<file path="config.mk">
export PLATFORM = sky130hd
export DESIGN_NAME = fetch_address_patch_trap
export DESIGN_NICKNAME = d
export VERILOG_FILES = /design/src/patch_pkg.sv /design/src/patch_slot_regs.sv /design/src/fetch_address_patch_trap.sv
export SDC_FILE = /design/constraint.sdc
export NUM_CORES = 1
export LEC_CHECK = 0
export BUFFER_PORTS_ARGS = -buffer_cell sky130_fd_sc_hd__buf_2
export CAP_MARGIN = 20
export CORE_MARGIN = 2
export CORE_UTILIZATION = 35
export DETAILED_ROUTE_END_ITERATION = 6
export MAX_ROUTING_LAYER = met4
export SLEW_MARGIN = 20
export SYNTH_ARGS = -nofsm -noshare
export SYNTH_HDL_FRONTEND = slang
export SYNTH_SLANG_ARGS = --single-unit
</file>
<file path="constraint.sdc">
create_clock -name CLK -period 2.6 [get_ports CLK]
set_input_delay 0.26 -clock CLK [delete_from_list [all_inputs] [get_ports CLK]]
set_output_delay 0.26 -clock CLK [all_outputs]
set_load 0.05 [all_outputs]
</file>
<file path="src/patch_pkg.sv">
// Constants and types shared by the fetch address patch trap block
package patch_pkg;

	// Full instruction address width of the processor
	localparam int ADDR_W = 24;
	// Number of independent detection address slots
	localparam int SLOT_N = 2;
	localparam int SLOT_IDX_W = 1;

	// Control register field positions
	localparam int CTRL_W = 2;
	localparam int CTRL_EN0_BIT = 0;
	localparam int CTRL_EN1_BIT = 1;

	// Reset values
	localparam logic [CTRL_W-1:0] CTRL_RESET = 2'h0;
	localparam logic [ADDR_W-1:0] SLOT_RESET = 24'h000000;
	localparam logic [ADDR_W-1:0] LATCH_RESET = 24'h000000;

	// Software interrupt substituted for the matching instruction
	localparam int VEC_W = 8;
	localparam logic [VEC_W-1:0] TRAP_VECTOR_NUM = 8'h09;
	localparam logic [VEC_W-1:0] VECTOR_RESET = 8'h00;

	typedef logic [ADDR_W-1:0] addr_t;
	typedef logic [CTRL_W-1:0] ctrl_t;

endpackage : patch_pkg

</file>
<file path="src/patch_slot_regs.sv">
// Two-entry store of detection addresses with registered outputs
`timescale 1ns/1ps
module patch_slot_regs (
	input wire logic clk,
	input wire logic rst_n,
	input wire logic [patch_pkg::SLOT_N-1:0] we,
	input wire patch_pkg::addr_t wdata,
	output patch_pkg::addr_t q0,
	output patch_pkg::addr_t q1
);

	patch_pkg::addr_t mem_reg [patch_pkg::SLOT_N];

	genvar g;
	generate
		for (g = 0; g < patch_pkg::SLOT_N; g++) begin : g_slot
			always_ff @(posedge clk) begin
				if (!rst_n) begin
					mem_reg[g] <= patch_pkg::SLOT_RESET;
				end else if (we[g]) begin
					mem_reg[g] <= wdata;
				end
			end
		end
	endgenerate

	// Entries are flops, so both read ports come straight from registers
	assign q0 = mem_reg[0];
	assign q1 = mem_reg[1];

endmodule : patch_slot_regs

</file>
<file path="src/fetch_address_patch_trap.sv">
// Next-instruction address comparator that forces a vector 9 trap
// Notes on behaviour
// - Latch next-instruction address every instruction
// - Compare latch against slots continuously
// - Enabled match forces vector 9 trap
// - Two writable detection address slots
// - Disabled slot match produces no trap
// - Control register enables match interrupts
`timescale 1ns/1ps
module fetch_address_patch_trap (
	input wire logic CLK,
	input wire logic RST_N,
	input wire patch_pkg::addr_t NEXT_ADDR,
	input wire logic NEXT_ADDR_VALID,
	input wire patch_pkg::addr_t WR_DATA,
	input wire logic SLOT0_WE,
	input wire logic SLOT1_WE,
	input wire logic CTRL_WE,
	output patch_pkg::addr_t SLOT0_ADDR,
	output patch_pkg::addr_t SLOT1_ADDR,
	output patch_pkg::ctrl_t CTRL_STATE,
	output patch_pkg::addr_t LATCHED_ADDR,
	output logic [patch_pkg::SLOT_N-1:0] MATCH_HIT,
	output logic TRAP_REQ,
	output logic [patch_pkg::VEC_W-1:0] TRAP_VECTOR
);

	// Full-width equality; partial compares would alias other code
	function automatic logic addr_hit(input patch_pkg::addr_t a,
		input patch_pkg::addr_t b);
		addr_hit = (a == b);
	endfunction : addr_hit

	patch_pkg::addr_t latch_reg;
	patch_pkg::addr_t latch_next;
	logic latch_ok_reg;
	patch_pkg::ctrl_t ctrl_reg;
	patch_pkg::ctrl_t ctrl_next;
	logic [patch_pkg::SLOT_N-1:0] hit_reg;
	logic trap_reg;
	logic [patch_pkg::VEC_W-1:0] vec_reg;
	patch_pkg::addr_t slot0_q;
	patch_pkg::addr_t slot1_q;
	logic [patch_pkg::SLOT_N-1:0] slot_we;
	logic [patch_pkg::SLOT_N-1:0] raw_hit;
	logic [patch_pkg::SLOT_N-1:0] slot_en;
	logic [patch_pkg::SLOT_N-1:0] hit_next;
	logic trap_next;
	logic [patch_pkg::VEC_W-1:0] vec_next;

	assign slot_we = {SLOT1_WE, SLOT0_WE};

	patch_slot_regs u_slots (
		.clk(CLK),
		.rst_n(RST_N),
		.we(slot_we),
		.wdata(WR_DATA),
		.q0(slot0_q),
		.q1(slot1_q)
	);

	// Address latch follows every instruction boundary
	assign latch_next = NEXT_ADDR_VALID ? NEXT_ADDR : latch_reg;

	always_ff @(posedge CLK) begin
		if (!RST_N) begin
			latch_reg <= patch_pkg::LATCH_RESET;
			latch_ok_reg <= 1'b0;
		end else begin
			latch_reg <= latch_next;
			latch_ok_reg <= latch_ok_reg | NEXT_ADDR_VALID;
		end
	end

	// Control register: one enable per slot
	assign ctrl_next = CTRL_WE ? WR_DATA[patch_pkg::CTRL_W-1:0] : ctrl_reg;

	always_ff @(posedge CLK) begin
		if (!RST_N) begin
			ctrl_reg <= patch_pkg::CTRL_RESET;
		end else begin
			ctrl_reg <= ctrl_next;
		end
	end

	assign slot_en[0] = ctrl_reg[patch_pkg::CTRL_EN0_BIT];
	assign slot_en[1] = ctrl_reg[patch_pkg::CTRL_EN1_BIT];

	// No fetch seen since reset means the latch holds no real address
	assign raw_hit[0] = latch_ok_reg & addr_hit(latch_reg, slot0_q);
	assign raw_hit[1] = latch_ok_reg & addr_hit(latch_reg, slot1_q);
	assign hit_next = raw_hit & slot_en;
	assign trap_next = |hit_next;
	assign vec_next = trap_next ? patch_pkg::TRAP_VECTOR_NUM
		: patch_pkg::VECTOR_RESET;

	// Recomputed every cycle, so a slot or enable change shows on the outputs one cycle after it lands
	always_ff @(posedge CLK) begin
		if (!RST_N) begin
			hit_reg <= '0;
			trap_reg <= 1'b0;
			vec_reg <= patch_pkg::VECTOR_RESET;
		end else begin
			hit_reg <= hit_next;
			trap_reg <= trap_next;
			vec_reg <= vec_next;
		end
	end

	assign SLOT0_ADDR = slot0_q;
	assign SLOT1_ADDR = slot1_q;
	assign CTRL_STATE = ctrl_reg;
	assign LATCHED_ADDR = latch_reg;
	assign MATCH_HIT = hit_reg;
	assign TRAP_REQ = trap_reg;
	assign TRAP_VECTOR = vec_reg;
endmodule : fetch_address_patch_trap

</file>
=== Word-level counts from Yosys, hierarchy flattened ===
Memories as Yosys holds them, arrays and structs flattened.
Cells that the tools add are included.
W data, S select, Z words.

* Equality and inequality tests: 2
* Multiplexer cells: 10
* Bitwise gates (word level): 6
* Reductions and logical operators: 1

{| class="wikitable"
|+ Operators with widths
! operator !! count
|-
| $eq A24 B24 Y1 || 2
|-
| $mux W24 || 2
|-
| $mux W1 || 7
|-
| $mux W4 || 1
|-
| $or A1 B1 Y1 || 3
|-
| $and A1 B1 Y1 || 2
|-
| $and A2 B2 Y2 || 1
|-
| $reduce_or A2 Y1 || 1
|}

* Bits in registers: 38
* RAM bits: 48
* Output and inout port bits: 85
* Memories: 1

{| class="wikitable"
|+ Memory list
! memory !! words !! bits a word !! read ports !! clocked after memory_dff !! write ports !! RTL line !! text
|-
| u_slots.mem_reg || 2 || 24 || 2 || 0 || 2 || patch_slot_regs.sv:12 || <nowiki>patch_pkg::addr_t mem_reg [patch_pkg::SLOT_N];</nowiki>
|}

=== Longest topological paths before layout ===
Gate-level depths: netlist (run 1).
An unclocked memory read counts as a cell.

* Word-level depth: 6
* Mapped depth: 5
* Gate-level depth less buffers: 5

=== Cells and area by module ===
Synthesis (run 1) repeated with hierarchy kept, for this count alone.

* Cells, all modules: 272
* Area total of the unflattened synthesis: 3512.1 µm²

{| class="wikitable"
|+ Modules (own cells, without submodules)
! module !! times used !! cells an instance !! area an instance (µm²) !! seq. area each (µm²)
|-
| patch_slot_regs || 1 || 107 || 1835.5 || 1441.4
|-
| fetch_address_patch_trap || 1 || 165 || 1676.6 || 600.6
|}

=== Worst setup path after synthesis (run 1) ===
No wires, ideal clock.

* Kind: reg-to-reg
* Start point: register latch_reg[7], in the netlist LATCHED_ADDR[7]
* End point: register vec_reg (netlist bit TRAP_VECTOR[0])
* Setup time: 0.058 ns
* Arrival: 1.860 ns
* Setup slack: 0.682 ns
* Stages on the path, launching flop included: 6
* Clock period less this slack: 1.918 ns
* Cells stage by stage: dfxtp_1 > xnor2_1 > nand4_1 > or4_1 > nor4_2 > or2_1

* Cells in the longest elaborated chain, start to end: 5
* Elaborated cells between the ends (all ways): 7
* Classes of those cells: eq/ne (2); mux (1); bitwise (3); reduce/logical (1)

{| class="wikitable"
|+ RTL lines
! what !! RTL line !! text
|-
| start: declaration || fetch_address_patch_trap.sv:34 || <nowiki>patch_pkg::addr_t latch_reg;</nowiki>
|-
| start signal: assignment || fetch_address_patch_trap.sv:67 || <nowiki>latch_reg <= patch_pkg::LATCH_RESET;</nowiki>
|-
| start signal: assignment || fetch_address_patch_trap.sv:70 || <nowiki>latch_reg <= latch_next;</nowiki>
|-
| $eq A24 B24 Y1 || fetch_address_patch_trap.sv:31 || <nowiki>addr_hit = (a == b);</nowiki>
|-
| $and A1 B1 Y1 (on tied branches) || fetch_address_patch_trap.sv:90, fetch_address_patch_trap.sv:91 ||
|-
| $and A2 B2 Y2 * || fetch_address_patch_trap.sv:92 || <nowiki>assign hit_next = raw_hit & slot_en;</nowiki>
|-
| $reduce_or A2 Y1 * || fetch_address_patch_trap.sv:93 || <nowiki>assign trap_next = |hit_next;</nowiki>
|-
| $mux W4 * || fetch_address_patch_trap.sv:94 || <nowiki>assign vec_next = trap_next ? patch_pkg::TRAP_VECTOR_NUM</nowiki>
|-
| end signal: assignment || fetch_address_patch_trap.sv:102 || <nowiki>vec_reg <= patch_pkg::VECTOR_RESET;</nowiki>
|-
| end signal: assignment || fetch_address_patch_trap.sv:106 || <nowiki>vec_reg <= vec_next;</nowiki>
|-
| end: declaration || fetch_address_patch_trap.sv:41 || <nowiki>logic [patch_pkg::VEC_W-1:0] vec_reg;</nowiki>
|}

Mark *: on every way between the ends. The rest lies on a longest branch, timed or not.
A chain may end at the register's enable or synchronous reset.

==> impl_metrics.yaml, run 1 <==
finish:
  syn2layout_area_growth_pct: 27.8
  final_area_um2: 4430
  n_antenna_cell: 0
  largest_reg_flops: 48
  drive_gt1_frac: 0.383
  nets: 456
power:
  p_total_mw: 3.02
  p_leak_nw: 2.05
  p_per_area_nw_per_um2: 681
  irDropWorstVdd_mv: 0.235
job:
  drv_cap: 0
timing:
  setup-tns-final_ns: 0
  fmaxAchievable_mhz: 522
  hold_viol: 0
  slew_headroom: 0.449
  period_share: 0.737
  rsz0062_at_grt: "false"
  min_period_ns: 1.92
  worst_pin_slew_ns: 0.826
  maxSlewViolCount: 0
  report.final.setup_viol: 0
  fin_skew_ns: 0.00676
clocking:
  clk_latency_ns: 0.34
  cts_root_buf: "clkbuf_8"
  htree_levels: 3
  cts_buffer_depth: 2
  clock_sinks: 78
  cts_tree: "yes"
  post_cts_resized: 0
  cts_hold_buf: 0
  numCtsBuffers: 9
  postCtsSetupBuffers: 0
  clk_pin_slew_worst_paths_ns: 0.08
setup_path:
  crit_slowest_cell: "or4_1"
  cp.arrival_ns: 2.20
  endpoint_kind: "flip-flop"
  cp.required_ns: 2.88
  crit_path_max_fanout: 2
  critPathMaxStageDelay_ns: 0.52
  worstSetupPathType: "flip-flop to flip-flop"
  cp-start-kind: "flip-flop"
  path_cells: "xnor2_1, nand4_1, or4_1, nor4_2, or2_1"
global_route:
  grt_pass1_vias: 2377
  antenna_found_initial: 0
  grt_max_degree: 35
  grt.total_usage: 0.174
  grt_pass1_wl_mm: 13.0
  gr-total-overflow: 0
floorplan:
  coreArea_um2: 9680
  start_util: 0.358
  rows: 36
  die_x_um: 103
  io_pins: 139
  die_h_um: 103
  dieArea_um2: 10700
logic_synthesis:
  synth.area.top_cells: "edfxtp_1, dfxtp_1, xnor2_1"
  ys_top_cells_by_count: "and3_1, edfxtp_1, xnor2_1, dfxtp_1"
  synthesis.area_um2: 3460
  ys_ff_latch: 78
  syn_inst: 272
  async_flop_share: 0
  yosysSeqAreaShare: 0.589
  synth_edf_count: 48
  synth_cell_type_count: 18
  postSynthAreaPerCell_um2: 12.7
  netlist.area_leader.share: 0.416
  synthFlopType: "edfxtp_1"
  yosysTopAreaCell: "edfxtp_1"
  yosys_warnings: 0
outcome:
  status: "finished, final reports clean"
detailed_routing:
  drt-pass1-iter-count: 4
  wl_mm: 8.98
  drtAntennaViolNets: 0
  drc_errors: 0
  drt_iter0_markers: 70
  num_vias: 2487
  routed_via_density: 4.61
  wl_per_cell_um: 16.6
placement:
  portBuffers: 132
  placed_cell_area_um2: 4240
  gp_congestion: 0.755
  hpwl_mm: 6.85
min_path:
  hp-class: "primary input to flip-flop"
-- metal layers --
layer | vias up | global-route usage | share of wire
met1 | 1176 | 0.223 | 0.44
met4 | 0 | 0.0577 | 0.012
li1 | 1213 | - | -
met5 | - | - | 0
met2 | 88 | 0.268 | 0.47
met3 | 10 | 0.0457 | 0.075
-- worst max-delay path, delay by kind of cell, from the launching register on --
| family | cells | cell delay, ns |
|---|---|---|
| flip-flops | 1 | 0.41 |
| XOR/XNOR | 1 | 0.35 |
| AND/OR/NAND/NOR | 4 | 1.11 |
-- metrics by stage --
stage / hold slack, ns / util / cells / setup slack [ns]
5_1_grt: 0.167 / 0.457 / 540 / 0.620
6_report: 0.177 / 0.457 / 540 / 0.684
3_3_place_gp: 0.478 / 0.438 / 524 / 0.779
2_1_floorplan: 0.429 / - / 277 / 0.682
4_1_cts: 0.164 / 0.457 / 540 / 0.707
3_5_place_dp: 0.479 / 0.438 / 524 / 0.737
-- layout by cell type, fill, tap and decap left out, types with 4 or more instances in the layout --
cell type	instances
nor2b_1	26
edfxtp_1	48
buf_2	132
dfxtp_1	30
mux2i_1	26
and3_1	48
conb_1	6
clkbuf_8	11
nand4_1	12
buf_4	4
xnor2_1	48
-- cell type report --
| type | count | area [um2] |
|---|---|---|
| tap | 133 | 166 |
| multi-input combinational | 176 | 1320 |
| timing repair buffer | 137 | 711 |
| clock inverter | 5 | 33.8 |
| fill | 937 | 5260 |
| clock buffer | 11 | 151 |
| sequential | 78 | 2040 |
-- report_power, final --
part	switching, mW	internal, mW	leakage (nW)	total (mW)
clock network	0.428	0.397	0.0913	0.825
logic	0.500	0.208	1.20	0.708
registers	0.0766	1.41	0.763	1.48
-- cell families (layout without fill, tap and decap cells) --
group | after synthesis | after routing | synth area share
xor+xnor | 48 | 48 | 0.121
compound gates | 1 | 1 | 0.00217
buf+inv | 23 | 153 | 0.0343
other cells | 1 | 6 | 0.00108
simple gates | 95 | 95 | 0.177
mux | 26 | 26 | 0.0751
flops | 78 | 78 | 0.589
-- worst paths after layout --
path / from / endpoint / slack [ns] / cells after the start
worst max-delay path: u_slots.mem_reg[0][15] / TRAP_VECTOR[0] / 0.68 / 5
worst min-delay path: NEXT_ADDR[1] / LATCHED_ADDR[1] / 0.18 / 3
worst max register to register: u_slots.mem_reg[0][15] / TRAP_VECTOR[0] / 0.68 / 5
worst min register to register: latch_ok_reg / latch_ok_reg / 0.49 / 1
Power figures use the tool's default switching activity.
==> run 2: changes to the inputs <==
==> constraint.sdc (replaced) <==
create_clock -name CLK -period 1.95 [get_ports CLK]
set_input_delay 0.195 -clock CLK [delete_from_list [all_inputs] [get_ports CLK]]
set_output_delay 0.195 -clock CLK [all_outputs]
set_load 0.05 [all_outputs]
==> impl_metrics.yaml, run 2 (synthesis results as in run 1) <==
detailed_routing:
  num_vias: 2519
  wl_mm: 9.20
  drt-pass1-iter-count: 4
  drt_iter0_markers: 68
  drc_errors: 0
  routed_via_density: 4.65
  drtAntennaViolNets: 0
  wl_per_cell_um: 17.0
floorplan:
  die_x_um: 103
  coreArea_um2: 9680
  io_pins: 139
  dieArea_um2: 10700
  start_util: 0.358
  die_h_um: 103
  rows: 36
finish:
  nets: 458
  drive_gt1_frac: 0.394
  syn2layout_area_growth_pct: 29.8
  fill_cells: 925
  fin_cells: 542
  layout_commonest_cell: "buf_2"
  n_antenna_cell: 0
  layout_common_cells: "buf_2, and3_1, edfxtp_1, xnor2_1, dfxtp_1"
  regArea_um2: 2040
  largest_reg_flops: 48
  multi_input_area_um2: 1360
clocking:
  numCtsBuffers: 9
  cts_tree: "yes"
  clk_latency_ns: 0.35
  cts_root_buf: "clkbuf_8"
  clk_pin_slew_worst_paths_ns: 0.08
  htree_levels: 3
  cts_buffer_depth: 2
  clock_sinks: 78
setup_path:
  crit_slowest_cell: "or4_1"
  path_cells: "xnor2_1, nand4_1, or4_1, nor4_2, or2_1"
  critPathMaxStageDelay_ns: 0.53
  cp-start-kind: "flip-flop"
  crit_path_max_fanout: 2
  rr_endpoint: "TRAP_VECTOR[0]"
  cp.required_ns: 2.24
  endpoint_kind: "flip-flop"
  reg2regPathDepth: 5
  r2r-start: "u_slots.mem_reg[1][3]"
  cp.arrival_ns: 2.09
  cp_top_family: "simple AND/OR/NAND/NOR gates"
  path_buf_inv: 0
  rrSetupSlack_ns: 0.14
  worstSetupPathType: "flip-flop to flip-flop"
  path_depth: 5
timing:
  period_share: 0.926
  setup-tns-final_ns: 0
  min_period_ns: 1.81
  rsz0062_at_grt: "false"
  fmaxAchievable_mhz: 554
  hold_viol: 0
  fin_skew_ns: 0.00888
  maxSlewViolCount: 0
  report.final.setup_viol: 0
global_route:
  grt_max_degree: 37
  grt.total_usage: 0.178
  grt_pass1_wl_mm: 13.4
  grt_pass1_vias: 2451
  gr-total-overflow: 0
  antenna_found_initial: 0
placement:
  hpwl_mm: 6.91
  dp.cells: 526
  gp_congestion: 0.793
  portBuffers: 132
min_path:
  hold_end: "LATCHED_ADDR[1]"
  hp-class: "primary input to flip-flop"
  min_from: "NEXT_ADDR[1]"
  min_path_cells: 3
job:
  drv_cap: 0
power:
  p_leak_nw: 2.08
  irDropWorstVdd_mv: 0.386
  p_per_area_nw_per_um2: 945
outcome:
  status: "finished, final reports clean"
## run 2: cell types whose count changed in the layout (fill, tap and decap cells not counted)
cell / change
buf_12: -1
clkinv_2: -2
clkbuf_1: +2
bufinv_16: +2
xnor2_1: -5
clkbuf_8: -2
xnor2_2: +5
buf_4: +3
## run 2: final cells by class
class,count,area share
clock buffer,11,0.0292
clock inverter,5,0.0186
multi-input combinational,176,0.302
sequential,78,0.454
tap,133,0.0370
timing repair buffer,139,0.159
## run 2: metrics by stage
step / worst slack [ns] / area [um2] / hold WS (ns) / utilization / total power, mW
6_report: 0.145 / 4500 / 0.101 / 0.464 / 4.25
5_1_grt: 0.0163 / 4500 / 0.103 / 0.464 / 4.43
4_1_cts: 0.0646 / 4460 / 0.0902 / 0.460 / 4.28
3_5_place_dp: 0.0992 / 4240 / 0.460 / 0.438 / 2.97
3_3_place_gp: 0.116 / 4240 / 0.452 / 0.438 / 2.96
2_1_floorplan: 0.0318 / 3480 / 0.364 / - / 2.69
## run 2: how the worst max path moves through the flow
| stage | from | end | slack (ns) |
|---|---|---|---|
| floorplan | LATCHED_ADDR[7] | TRAP_VECTOR[0] | 0.03 |
| global placement | u_slots.mem_reg[0][15] | TRAP_VECTOR[0] | 0.12 |
| detailed placement | u_slots.mem_reg[1][20] | TRAP_VECTOR[0] | 0.1 |
| CTS | u_slots.mem_reg[1][20] | TRAP_VECTOR[0] | 0.06 |
| global route | u_slots.mem_reg[1][20] | TRAP_VECTOR[0] | 0.02 |
| finish | u_slots.mem_reg[1][3] | TRAP_VECTOR[0] | 0.14 |
## run 2: worst register-to-register path, delay by kind of cell, from the launching register on
| kind | cells | cell delay [ns] |
|---|---|---|
| xor gates and xnor gates | 1 | 0.18 |
| DFF | 1 | 0.42 |
| and+or+nand+nor | 4 | 1.13 |
## run 2: power by group
part | switching, mW | internal [mW] | leakage [nW] | total (mW)
clock | 0.593 | 0.724 | 0.0998 | 1.32
sequential | 0.106 | 1.87 | 0.763 | 1.98
combinational | 0.666 | 0.285 | 1.22 | 0.951
total | 1.37 | 2.88 | 2.08 | 4.25
## run 2: routing by layer
metal | GRT usage | share of wire | vias to the layer above
met4 | 0.0628 | 0.011 | 0
li1 | - | - | 1214
met2 | 0.278 | 0.49 | 103
met1 | 0.227 | 0.42 | 1194
met5 | - | 0 | -
met3 | 0.0390 | 0.081 | 8
## run 2: repair_timing
action                     in CTS  in global routing
resized for setup               0                  5
setup endpoints to repair       0                  1
setup buffers                   0                  0
hold buffers                    0                  0
==> run 3: changes to the inputs <==
--- a/config.mk
+++ b/config.mk
@@ -7,10 +7,13 @@
 export LEC_CHECK = 0
 export BUFFER_PORTS_ARGS = -buffer_cell sky130_fd_sc_hd__buf_2
 export CAP_MARGIN = 20
+export CELL_PAD_IN_SITES_DETAIL_PLACEMENT = 1
+export CELL_PAD_IN_SITES_GLOBAL_PLACEMENT = 1
 export CORE_MARGIN = 2
 export CORE_UTILIZATION = 35
 export DETAILED_ROUTE_END_ITERATION = 6
 export MAX_ROUTING_LAYER = met4
+export PLACE_DENSITY_LB_ADDON = 0.1
 export SLEW_MARGIN = 20
 export SYNTH_ARGS = -nofsm -noshare
 export SYNTH_HDL_FRONTEND = slang
==> impl_metrics.yaml, run 3 (synthesis results as in run 1) <==
detailed_routing:
  drc_errors: 0
  drt-pass1-iter-count: 4
  num_vias: 2553
  drtAntennaViolNets: 0
  drt_iter0_markers: 40
  wl_per_cell_um: 18.2
  routed_via_density: 4.70
  wl_mm: 9.88
global_route:
  gr-total-overflow: 0
  grt.total_usage: 0.193
  grt_pass1_wl_mm: 14.3
  grt_pass1_vias: 2542
  antenna_found_initial: 0
  grt_max_degree: 52
power:
  combPwrFrac: 0.227
  p_leak_nw: 2.11
  p_clk_frac: 0.307
  irDropWorstVdd_mv: 0.380
  sequentialPowerShare: 0.466
  p_sw_frac: 0.317
  p_int_mw: 2.90
  power_switching_mw: 1.34
  p_per_area_nw_per_um2: 940
finish:
  drive_gt1_frac: 0.402
  layout_commonest_cell: "buf_2"
  nets: 460
  fill_cells: 1085
  syn2layout_area_growth_pct: 30.4
  layout_common_cells: "buf_2, and3_1, edfxtp_1, xnor2_1, dfxtp_1"
  n_antenna_cell: 0
  multi_input_area_um2: 1370
  regArea_um2: 2040
  largest_reg_flops: 48
clocking:
  clock_sinks: 78
  clk_latency_ns: 0.35
  cts_tree: "yes"
  cts_hold_buf: 0
  htree_levels: 3
  numCtsBuffers: 9
  cts_root_buf: "clkbuf_8"
  cts_buffer_depth: 2
  clk_pin_slew_worst_paths_ns: 0.08
floorplan:
  io_pins: 139
  dieArea_um2: 10700
  coreArea_um2: 9680
  start_util: 0.358
  die_h_um: 103
  die_x_um: 103
  rows: 36
timing:
  min_period_ns: 1.82
  setup-tns-final_ns: 0
  period_share: 0.931
  hold_viol: 0
  fmaxAchievable_mhz: 551
  maxSlewViolCount: 0
  fin_skew_ns: 0.00779
  worst_hold_slack_ns: 0.102
  report.final.setup_viol: 0
min_path:
  hp-class: "primary input to flip-flop"
  min_path_cells: 3
  min_from: "NEXT_ADDR[2]"
  hold_end: "LATCHED_ADDR[2]"
setup_path:
  rr_endpoint: "TRAP_VECTOR[0]"
  path_buf_inv: 0
  cp.required_ns: 2.24
  endpoint_kind: "flip-flop"
  cp-start-kind: "flip-flop"
  reg2regPathDepth: 5
  crit_slowest_cell: "or4_4"
  r2r-start: "u_slots.mem_reg[1][19]"
  rrSetupSlack_ns: 0.13
  worstSetupPathType: "flip-flop to flip-flop"
  crit_path_max_fanout: 2
  cp_top_family: "simple AND/OR/NAND/NOR gates"
  cp.arrival_ns: 2.11
  path_cells: "xnor2_2, nand4_1, or4_4, nor4_2, or2_1"
  critPathMaxStageDelay_ns: 0.54
job:
  drv_cap: 0
outcome:
  status: "finished, final reports clean"
placement:
  portBuffers: 132
  hpwl_mm: 7.32
  gp_congestion: 0.709
-- run 3: repair_timing --
action                                 4_1_cts  5_1_grt
endpoints found under the hold margin        0        0
setup endpoints to repair                    1        1
setup buffers                                0        0
pin swaps                                    0        2
resized for setup                            1        6
-- run 3: cell type report --
| class | instances | area share |
|---|---|---|
| clock buffer | 10 | 0.0305 |
| clock inverter | 5 | 0.0163 |
| multi-input combinational | 176 | 0.303 |
| sequential | 78 | 0.452 |
| tap | 133 | 0.0368 |
| timing repair buffer | 141 | 0.161 |
-- run 3: metal layers --
layer | vias to the layer above | share of wire | GRT usage
li1 | 1219 | - | -
met1 | 1228 | 0.44 | 0.247
met2 | 93 | 0.49 | 0.303
met3 | 13 | 0.063 | 0.0417
met4 | 0 | 0.016 | 0.0698
met5 | - | 0 | -
-- run 3: worst max-delay path by stage --
| stage | startpoint | endpoint | slack (ns) | cells past startpoint |
|---|---|---|---|---|
| finish | u_slots.mem_reg[1][19] | TRAP_VECTOR[0] | 0.13 | 5 |
| global route | u_slots.mem_reg[0][15] | TRAP_VECTOR[0] | -0.009 | 5 |
| detailed placement | u_slots.mem_reg[1][19] | TRAP_VECTOR[0] | 0.02 | 5 |
| global placement | u_slots.mem_reg[1][19] | TRAP_VECTOR[0] | 0.10 | 5 |
| floorplan | LATCHED_ADDR[7] | TRAP_VECTOR[0] | 0.03 | 5 |
| CTS | u_slots.mem_reg[1][20] | TRAP_VECTOR[0] | 0.02 | 5 |
-- run 3: power by group through the flow --
stage                     clock network, mW  logic, mW  registers (mW)
final                                  1.30      0.964            1.98
after global routing                   1.41       1.02            2.00
after CTS                              1.34      0.970            1.98
after detailed placement                  0      0.964            2.02
after global placement                    0      0.961            2.01
after floorplan                           0      0.288            2.40
-- run 3: worst register-to-register path, cell delays in order (launching register included) --
cell	delay (ns)
edfxtp_1	0.43
xnor2_2	0.26
nand4_1	0.14
or4_4	0.54
nor4_2	0.26
or2_1	0.13
-- run 3: metrics by stage --
step,power [mW],worst slack (ns),area (um2),utilization,std cells
6_report,4.25,0.134,4520,0.467,543
3_5_place_dp,2.98,0.0171,4260,0.440,528
3_3_place_gp,2.97,0.101,4260,0.440,528
5_1_grt,4.44,-0.00915,4520,0.467,543
2_1_floorplan,2.69,0.0318,3480,-,277
4_1_cts,4.29,0.0237,4480,0.462,543
